$ cat config.mk
export PLATFORM = sky130hd
export DESIGN_NAME = fps_fetch_seq
export DESIGN_NICKNAME = d
export VERILOG_FILES = /design/src/shared/fps_pkg.sv /design/src/hw/fps_phase_gen.sv /design/src/hw/fps_ret_stack.sv /design/src/hw/fps_fetch_seq.sv
export SDC_FILE = /design/constraint.sdc
export NUM_CORES = 1
export LEC_CHECK = 0
export BUFFER_PORTS_ARGS = -buffer_cell sky130_fd_sc_hd__buf_2
export CAP_MARGIN = 30
export CORE_ASPECT_RATIO = 1.4
export CORE_MARGIN = 2
export CORE_UTILIZATION = 50
export DETAILED_ROUTE_END_ITERATION = 6
export HOLD_SLACK_MARGIN = 0.05
export PLACE_DENSITY = 0.74
export SKIP_CTS_REPAIR_TIMING = 1
export SLEW_MARGIN = 20
export SYNTH_ARGS = -nofsm -noshare
export SYNTH_HDL_FRONTEND = slang
export SYNTH_SLANG_ARGS = --single-unit
$ cat constraint.sdc
create_clock -name pclk -period 3.2 [get_ports pclk]
set_input_delay 0.64 -clock pclk [delete_from_list [all_inputs] [get_ports pclk]]
set_output_delay 0.64 -clock pclk [all_outputs]
set_load 0.03 [all_outputs]
$ cat src/shared/fps_pkg.sv
package fps_pkg;
	// ****************************************************************
	// widths and sizes
	// ****************************************************************
	localparam int PC_W        = 12;
	localparam int PC_LO_W     = 8;
	localparam int IR_W        = 16;
	localparam int STACK_DEPTH = 6;
	localparam int SP_W        = 3;
	localparam int PH_W        = 2;
	localparam int APB_AW      = 8;

	// ****************************************************************
	// register map and field positions
	// ****************************************************************
	localparam logic [7:0]  OFS_PC_LO     = 8'h00;
	localparam logic [7:0]  OFS_STATUS    = 8'h04;
	localparam int          STAT_PEND_BIT = 12;
	localparam int          STAT_EXEC_BIT = 13;

	// ****************************************************************
	// reset and interrupt vectors, phase codes
	// ****************************************************************
	localparam logic [11:0] RESET_VECTOR  = 12'h000;
	localparam logic [11:0] INT_VECTOR    = 12'h004;
	localparam logic [1:0]  PH_FETCH      = 2'h0;
	localparam logic [1:0]  PH_LAST       = 2'h3;

	// sequencer states
	typedef enum logic [1:0] {
		FPS_RUN,
		FPS_EXT2,
		FPS_INT2
	} fps_seq_e;
endpackage

$ cat src/hw/fps_phase_gen.sv
`timescale 1ns/1ps
`default_nettype none
module fps_phase_gen (
	input  wire logic                    pclk,     // system clock
	input  wire logic                    presetn,  // async reset, low
	output logic [fps_pkg::PH_W-1:0]     ph_cnt_ff, // phase index 0..3
	output logic [3:0]                   phase_ff  // one-hot phase clocks
);
	logic [fps_pkg::PH_W-1:0] nxt_ph_cnt;
	logic [3:0]               nxt_phase;

	// phases advance every edge; one-hot keeps them non-overlapping
	always_comb begin
		nxt_ph_cnt = ph_cnt_ff + 2'h1;
		nxt_phase  = {phase_ff[2:0], phase_ff[3]};
	end

	always_ff @(posedge pclk or negedge presetn) begin
		if (!presetn) begin
			ph_cnt_ff <= 2'h0;
			phase_ff  <= 4'h1;
		end else begin
			ph_cnt_ff <= nxt_ph_cnt;
			phase_ff  <= nxt_phase;
		end
	end
endmodule
`default_nettype wire

$ cat src/hw/fps_ret_stack.sv
`timescale 1ns/1ps
`default_nettype none
module fps_ret_stack #(
	parameter int DEPTH = fps_pkg::STACK_DEPTH,
	parameter int W     = fps_pkg::PC_W
) (
	input  wire logic         pclk,     // system clock
	input  wire logic         presetn,  // async reset, low
	input  wire logic         push,     // save din on top
	input  wire logic         pop,      // drop top entry
	input  wire logic [W-1:0] din,      // value to save
	output logic [W-1:0]      top,      // newest entry
	output logic              full      // all levels used
);
	logic [W-1:0]             mem_ff [DEPTH];
	logic [W-1:0]             nxt_mem [DEPTH];
	logic [fps_pkg::SP_W-1:0] depth_ff;
	logic [fps_pkg::SP_W-1:0] nxt_depth;

	// shift organisation: a push onto a full stack drops the oldest entry
	always_comb begin
		nxt_mem   = mem_ff;
		nxt_depth = depth_ff;
		if (push) begin
			for (int i = DEPTH - 1; i > 0; i--) begin
				nxt_mem[i] = mem_ff[i-1];
			end
			nxt_mem[0] = din;
			if (depth_ff != fps_pkg::SP_W'(DEPTH)) begin
				nxt_depth = depth_ff + 3'h1;
			end
		end else if (pop) begin
			for (int i = 0; i < DEPTH - 1; i++) begin
				nxt_mem[i] = mem_ff[i+1];
			end
			if (depth_ff != 3'h0) begin
				nxt_depth = depth_ff - 3'h1;
			end
		end
	end

	always_ff @(posedge pclk or negedge presetn) begin
		if (!presetn) begin
			depth_ff <= 3'h0;
			for (int i = 0; i < DEPTH; i++) begin
				mem_ff[i] <= '0;
			end
		end else begin
			depth_ff <= nxt_depth;
			mem_ff   <= nxt_mem;
		end
	end

	assign top  = mem_ff[0];
	assign full = (depth_ff == fps_pkg::SP_W'(DEPTH));
endmodule
`default_nettype wire

$ cat src/hw/fps_fetch_seq.sv
// Function
// - derive four non-overlapping phases; four phases make one instruction cycle.
// - advance program counter at fetch phase start and fetch during it.
// - phases two to four decode and execute the instruction.
// - prefetch next instruction during execution; one per cycle.
// - standard one cycle, extended two, branch adds one.
// - counter-changing instructions take one extra cycle for the target.
// - counter increments by one unless a non-consecutive transfer happens.
// - jump, call, interrupt or reset loads target into counter.
// - met skip discards prefetched instruction and runs a dummy cycle.
// - counter is twelve bits; only the low byte is software visible. Here the status register also returns all twelve bits.
// - low byte readable, writable; write jumps within current 256 page.
// - software low-byte write inserts a dummy cycle for prefetch.
// - six-level counter-only stack, hidden from software with its pointer.
// - call or interrupt acknowledge pushes the counter.
// - return instructions restore the counter from the stack top.
// - after reset the stack holds no return addresses.
// - instruction operations use an eight-bit datapath.
// - reset loads address zero and execution starts there.
// - stack full withholds interrupt acknowledge until a return pops.
// - call on full stack proceeds, losing the earliest saved value.
//
// Decided for this implementation: the placing of the registers and the APB slave port.
`timescale 1ns/1ps
`default_nettype none
module fps_fetch_seq #(
	parameter logic [11:0] INT_VEC = fps_pkg::INT_VECTOR  // service vector
) (
	input  wire logic                        pclk,          // system clock
	input  wire logic                        presetn,       // async reset, low
	input  wire logic                        psel,          // apb select
	input  wire logic                        penable,       // apb enable
	input  wire logic                        pwrite,        // apb direction
	input  wire logic [fps_pkg::APB_AW-1:0]  paddr,         // apb byte address
	input  wire logic [31:0]                 pwdata,        // apb write data
	output logic [31:0]                      prdata_ff,     // apb read data
	output logic                             pready_ff,     // apb ready
	output logic                             pslverr_ff,    // apb error
	output logic [fps_pkg::PC_W-1:0]         pc_ff,         // fetch address
	output logic                             pm_rd_ff,      // fetch strobe
	input  wire logic [fps_pkg::IR_W-1:0]    pm_data,       // fetched word
	output logic [fps_pkg::IR_W-1:0]         ir_ff,         // executing word
	output logic                             exec_valid_ff, // ir is real
	output logic                             int_ack_ff,    // interrupt taken
	output logic [3:0]                       phase_ff,      // phase clocks
	input  wire logic                        dec_ext,       // extended instr
	input  wire logic                        dec_jump,      // jump_instruction
	input  wire logic                        dec_call,      // subroutine call
	input  wire logic                        dec_ret,       // return instr
	input  wire logic                        dec_skip,      // skip condition met
	input  wire logic [fps_pkg::PC_W-1:0]    dec_target,    // branch target
	input  wire logic                        int_req        // enabled request
);
	// ****************************************************************
	// phase generation and return stack
	// ****************************************************************
	logic [fps_pkg::PH_W-1:0] ph_cnt;
	logic                     stk_push;
	logic                     stk_pop;
	logic [fps_pkg::PC_W-1:0] stk_din;
	logic [fps_pkg::PC_W-1:0] stk_top;
	logic                     stk_full;

	fps_phase_gen u_phase (
		.pclk      (pclk),
		.presetn   (presetn),
		.ph_cnt_ff (ph_cnt),
		.phase_ff  (phase_ff)
	);

	fps_ret_stack #(
		.DEPTH (fps_pkg::STACK_DEPTH),
		.W     (fps_pkg::PC_W)
	) u_stack (
		.pclk    (pclk),
		.presetn (presetn),
		.push    (stk_push),
		.pop     (stk_pop),
		.din     (stk_din),
		.top     (stk_top),
		.full    (stk_full)
	);

	// ****************************************************************
	// apb slave
	// ****************************************************************
	logic                     apb_setup;
	logic                     pc_lo_wr;
	logic                     pc_lo_pend_ff;
	logic [fps_pkg::PC_LO_W-1:0] pc_lo_val_ff;
	logic                     nxt_pc_lo_pend;
	logic [fps_pkg::PC_LO_W-1:0] nxt_pc_lo_val;
	logic [31:0]              nxt_prdata;
	logic                     nxt_pready;
	logic                     nxt_pslverr;
	logic                     ph_last;
	logic                     pend_taken;

	assign apb_setup = psel && !penable;
	assign pc_lo_wr  = psel && penable && pready_ff && pwrite && (paddr == fps_pkg::OFS_PC_LO);
	assign ph_last   = (ph_cnt == fps_pkg::PH_LAST);

	// zero wait states: ready is raised for the access cycle of every transfer
	always_comb begin
		nxt_pready  = apb_setup;
		nxt_pslverr = 1'b0;
		nxt_prdata  = 32'h0;
		if (apb_setup) begin
			case (paddr)
				fps_pkg::OFS_PC_LO: nxt_prdata = {24'h0, pc_ff[fps_pkg::PC_LO_W-1:0]};
				fps_pkg::OFS_STATUS: begin
					nxt_prdata                         = {20'h0, pc_ff};
					nxt_prdata[fps_pkg::STAT_PEND_BIT] = pc_lo_pend_ff;
					nxt_prdata[fps_pkg::STAT_EXEC_BIT] = exec_valid_ff;
				end
				default: nxt_pslverr = 1'b1;
			endcase
		end
		// a new write wins over the clear at the instruction boundary
		nxt_pc_lo_pend = pc_lo_pend_ff && !pend_taken;
		nxt_pc_lo_val  = pc_lo_val_ff;
		if (pc_lo_wr) begin
			nxt_pc_lo_pend = 1'b1;
			nxt_pc_lo_val  = pwdata[fps_pkg::PC_LO_W-1:0];
		end
	end

	// apb state registers
	always_ff @(posedge pclk or negedge presetn) begin
		if (!presetn) begin
			prdata_ff   <= 32'h0;
			pready_ff   <= 1'b0;
			pslverr_ff    <= 1'b0;
			pc_lo_pend_ff <= 1'b0;
			pc_lo_val_ff  <= 8'h00;
		end else begin
			prdata_ff   <= nxt_prdata;
			pready_ff   <= nxt_pready;
			pslverr_ff  <= nxt_pslverr;
			pc_lo_pend_ff <= nxt_pc_lo_pend;
			pc_lo_val_ff  <= nxt_pc_lo_val;
		end
	end

	// ****************************************************************
	// fetch and execute sequencer
	// ****************************************************************
	fps_pkg::fps_seq_e        seq_ff;
	fps_pkg::fps_seq_e        nxt_seq;
	logic [fps_pkg::PC_W-1:0] nxt_pc;
	logic [fps_pkg::IR_W-1:0] prefetch_ff;
	logic [fps_pkg::IR_W-1:0] nxt_prefetch;
	logic [fps_pkg::IR_W-1:0] nxt_ir;
	logic                     nxt_exec_valid;
	logic                     nxt_pm_rd;
	logic                     nxt_int_ack;
	logic                     adv_norm;
	logic                     boot_ff;        // nothing fetched yet
	logic                     nxt_boot;

	// decisions are taken at the end of the last phase, after decode settled
	always_comb begin
		nxt_seq        = seq_ff;
		nxt_pc         = pc_ff;
		nxt_ir         = ir_ff;
		nxt_prefetch   = prefetch_ff;
		nxt_exec_valid = exec_valid_ff;
		nxt_int_ack    = 1'b0;
		stk_push       = 1'b0;
		stk_pop        = 1'b0;
		stk_din        = pc_ff;
		pend_taken     = 1'b0;
		adv_norm       = 1'b0;
		nxt_boot       = boot_ff;
		nxt_pm_rd      = ph_last;
		if (pm_rd_ff) begin
			nxt_prefetch = pm_data;
		end
		if (ph_last) begin
			nxt_boot = 1'b0;
			case (seq_ff)
				fps_pkg::FPS_INT2: begin
					stk_push       = 1'b1;
					nxt_pc         = INT_VEC;
					nxt_exec_valid = 1'b0;
					nxt_seq        = fps_pkg::FPS_RUN;
				end
				fps_pkg::FPS_RUN,
				fps_pkg::FPS_EXT2: begin
					nxt_seq = fps_pkg::FPS_RUN;
					if (boot_ff) begin
						nxt_exec_valid = 1'b0;
					end else if (seq_ff == fps_pkg::FPS_RUN && exec_valid_ff && dec_ext) begin
						nxt_seq = fps_pkg::FPS_EXT2;
					end else if (pc_lo_pend_ff) begin
						nxt_pc         = {pc_ff[fps_pkg::PC_W-1:fps_pkg::PC_LO_W], pc_lo_val_ff};
						pend_taken     = 1'b1;
						nxt_exec_valid = 1'b0;
					end else if (exec_valid_ff && (dec_jump || dec_call)) begin
						nxt_pc         = dec_target;
						stk_push       = dec_call;
						nxt_exec_valid = 1'b0;
					end else if (exec_valid_ff && dec_ret) begin
						stk_pop        = 1'b1;
						nxt_pc         = stk_top;
						nxt_exec_valid = 1'b0;
					end else if (exec_valid_ff && dec_skip) begin
						nxt_pc         = pc_ff + 12'h001;
						nxt_exec_valid = 1'b0;
					end else if (exec_valid_ff && int_req && !stk_full) begin
						nxt_int_ack    = 1'b1;
						// the dropped prefetch address stays as return point
						nxt_exec_valid = 1'b0;
						nxt_seq        = fps_pkg::FPS_INT2;
					end else begin
						adv_norm       = 1'b1;
						nxt_ir         = prefetch_ff;
						nxt_exec_valid = 1'b1;
						nxt_pc         = pc_ff + 12'h001;
					end
				end
				default: nxt_seq = fps_pkg::FPS_RUN;
			endcase
		end
	end

	always_ff @(posedge pclk or negedge presetn) begin
		if (!presetn) begin
			seq_ff        <= fps_pkg::FPS_RUN;
			boot_ff       <= 1'b1;
			pc_ff         <= fps_pkg::RESET_VECTOR;
			ir_ff         <= 16'h0000;
			prefetch_ff   <= 16'h0000;
			exec_valid_ff <= 1'b0;
			pm_rd_ff      <= 1'b0;
			int_ack_ff    <= 1'b0;
		end else begin
			seq_ff        <= nxt_seq;
			boot_ff       <= nxt_boot;
			pc_ff         <= nxt_pc;
			ir_ff         <= nxt_ir;
			prefetch_ff   <= nxt_prefetch;
			exec_valid_ff <= nxt_exec_valid;
			pm_rd_ff      <= nxt_pm_rd;
			int_ack_ff    <= nxt_int_ack;
		end
	end
endmodule
`default_nettype wire

==> run_results.csv <==
group,metric,value,unit
finish,drive_gt1_share,26.1,%
clocking,clk_latency,0.42,ns
pwr,internal_power,4.17,mW
global_route,grt_max_degree,136,
global_route,grt_pass1_wl,25100,microns
pwr,p_sw_share,35.8,%
timing,finalHoldViolCount,0,
routing,first_pass_iters,5,
pwr,seqPwrFrac,45.0,%
critical_path,start_kind,"flip-flop",
synthesis,yosysWarnings,0,
clocking,clk_pin_slew,0.07,ns
pwr,cellPowerDensity,774,nW/um^2
pwr,combPwrFrac,25.6,%
finish,fin_nets,839,
finish,diodes,0,
synthesis,seq_area_frac_synth,54.1,%
die,die_area,15400,sq um
critical_path,critPathSlowestCell,"nand4bb_4",
timing,finalSetupViolCount,0,
clocking,cts_max_path_buffers,2,
min_path,hp-class,"primary input to asynchronous set/reset pin",
placed_design,dpl_worst_slack,0.647,ns
die,ioPinCount,148,
pwr,fin_total_pwr,6.50,mW
timing,fmax,389,MHz
pwr,pwr-share-clk,29.3,%
synthesis,syn_area_per_cell,10.9,sq um
timing,fin_ws,0.629,ns
routing,wl_per_cell,15.7,microns
synthesis,synth_cell_types,62,
critical_path,crit_fanout,31,
synthesis,netlist_area,7220,sq um
clocking,cts-htree-levels,4,
clocking,root_buffer,"clkbuf_16",
job,maxCapViolCount,0,
timing,worst-slew-pin-transition,0.676,ns
placed_design,gp_congestion,0.904,
critical_path,cp_data_arrival_time,2.86,ns
synthesis,dominantRegCellSynth,"dfrtp_1",
critical_path,cpLargestDelayFamily,"simple AND/OR/NAND/NOR gates",
timing,rsz0062_at_grt,"no",
synthesis,async_reset_ff_share,100,%
synthesis,ys_ff_latch,156,
pwr,power.switching,2.33,mW
critical_path,rr_startpoint,"u_phase.ph_cnt_ff[0]",
placed_design,port_buffers,105,
die,design.core.area,14000,sq um
synthesis,synth_cells,662,
pwr,ir_drop,0.418,mV
global_route,antenna_found_initial,0,
timing,final.setup_skew,0.0105,ns
timing,max-slew-margin-rel,54.9,%
placed_design,hpwl,10500,microns
placed_design,dpl.cell_count,923,
timing,maxSlewViolCount,0,
clocking,clock_sinks,156,
critical_path,max_stage_delay,0.58,ns
clocking,cts_tree,"built",
routing,drc_errors,0,
global_route,overflow,0,
die,die_h,146,microns
routing,ant_nets,0,
synthesis,synth_edf_count,0,
routing,drt-initial-drc-count,383,
critical_path,startpoint,"u_phase.ph_cnt_ff[0]",
clocking,cts_made_buffers,17,
pwr,p_leak,4.41,nW
critical_path,critPathRequiredTime,3.49,ns
timing,min_period,2.57,ns
die,die_x,106,microns
critical_path,path_cells,"ha_1 -> or4b_1 -> nand4bb_4 -> buf_12 -> mux2i_1 -> o21ai_1",
routing,routed_via_density,5.36,
critical_path,worstSetupEndpointType,"flip-flop",
routing,dr_total_vias,5117,
global_route,groute.usage.overall,20.3,%
timing,fin_setup_tns,0,ns
finish,synthToLayoutAreaGrowth,16.3,%
timing,min_period_over_period,80.4,%
finish,instances_no_fill,955,
die,start_util,51.4,%
routing,finalWirelength,14900,microns
critical_path,critical_path_buf_inv_count,1,
outcome,status,"finished, final reports clean",
die,rows,51,
critical_path,crit_type,"flip-flop to flip-flop",
global_route,grt_pass1_vias,5084,
timing,hold_ws,0.168,ns
per-stage QoR:
stage                     util [%]  instance area, sq um
after floorplan                  -                  7280
after global placement        55.8                  7830
after detailed placement      55.8                  7830
after CTS                     59.8                  8390
after global routing          59.8                  8390
final                         59.8                  8390
placed cells by master, fill, tap and decap left out, types with 17 or more instances in the layout:
cell       instances
conb_1            18
o21ai_0           31
nand2_1          122
o21ai_1           52
and3_1            19
mux2i_1           61
dfrtp_1          154
buf_2            104
clkbuf_16         17
mux2_2            40
cell type report:
class,count,area (sq um)
Clock inverter,14,136
Tap cell,185,231
Inverter,8,30.0
Sequential cell,156,3910
Fill cell,1119,5650
Clock buffer,18,429
Multi-Input combinational cell,455,2970
Timing Repair Buffer,119,687
kinds of logic (layout without fill, tap and decap cells):
| family | after synthesis | in the layout | share of synthesized area (%) |
|---|---|---|---|
| mux | 101 | 101 | 14.7 |
| fa+ha+maj | 3 | 3 | 0.624 |
| other cells | 1 | 18 | 0.0520 |
| buf+inv | 68 | 159 | 5.69 |
| xor+xnor | 8 | 8 | 0.971 |
| compound gates | 130 | 130 | 10.9 |
| simple gates | 195 | 195 | 12.9 |
| flops | 156 | 156 | 54.1 |
metal layers:
metal  wire (microns)  up-vias  global-route usage [%]  share of wire [%]
li1                 -     2471                       -                  -
met1             6060     2473                    24.8                 41
met2             7910      144                    34.6                 53
met3              636       29                    4.11                4.3
met4              341        0                    8.75                2.3
met5                0        -                       0                  0
flip-flops by register name, indices dropped and copies added (netlist names):
name,flops
pc_lo_pend_ff,1
u_phase.phase_ff,4
boot_ff,1
u_stack.depth_ff,3
pc_ff,12
prefetch_ff,16
int_ack_ff,1
ir_ff,16
pm_rd_ff,1
pc_lo_val_ff,8
u_stack.top,12
pslverr_ff,1
exec_valid_ff,1
prdata_ff,14
u_stack.mem_ff,60
u_phase.ph_cnt_ff,2
pready_ff,1
seq_ff,2
Yosys cell counts (3+ instances only):
cell type / instances / area (sq um)
a311oi_1: 3 / 26.3
clkbuf_1: 18 / 67.6
nand2b_1: 3 / 18.8
a22o_1: 3 / 26.3
buf_2: 13 / 65.1
dfrtp_1: 154 / 3850
inv_1: 7 / 26.3
nand3_1: 8 / 40.0
a21oi_1: 12 / 60.1
o22ai_1: 3 / 18.8
mux2_2: 40 / 450
o21ai_0: 31 / 155
and2_1: 3 / 18.8
xor2_1: 6 / 52.6
mux2i_1: 61 / 611
buf_6: 8 / 90.1
buf_4: 21 / 158
nor2b_1: 7 / 43.8
o21ai_1: 52 / 260
and3_1: 19 / 119
a211oi_1: 3 / 22.5
o41ai_1: 3 / 26.3
nor2_1: 12 / 45.0
nand4_1: 3 / 18.8
nand2_1: 122 / 458
power groups by stage:
stage | clock network (mW) | logic, mW | registers [mW]
4_1_cts | 1.94 | 1.68 | 2.92
3_3_place_gp | 0 | 1.60 | 2.89
6_report | 1.91 | 1.67 | 2.93
2_1_floorplan | 0 | 0.905 | 3.14
3_5_place_dp | 0 | 1.67 | 2.95
5_1_grt | 2.04 | 1.82 | 3.00
worst reg2reg max path, delay by kind of cell (launching register included):
family          cells  cell delay, ns
fa+ha+maj           1            0.31
flops               1            0.35
compound gates      1            0.07
mux                 1            0.20
buf+inv             1            0.39
simple gates        2            1.12
final timing paths:
| path | end | slack, ns | depth (start not counted) |
|---|---|---|---|
| setup reg to reg | u_stack.mem_ff[46] | 0.63 | 6 |
| max in group asynchronous | boot_ff | 2.27 | 2 |
| setup / recovery | u_stack.mem_ff[46] | 0.63 | 6 |
| hold / removal | u_stack.mem_ff[23] | 0.17 | 1 |
| min in group pclk | u_phase.phase_ff[0] | 0.38 | 0 |
| hold reg to reg | u_phase.phase_ff[0] | 0.38 | 0 |
Note: power is estimated with default switching activity, not from simulation.
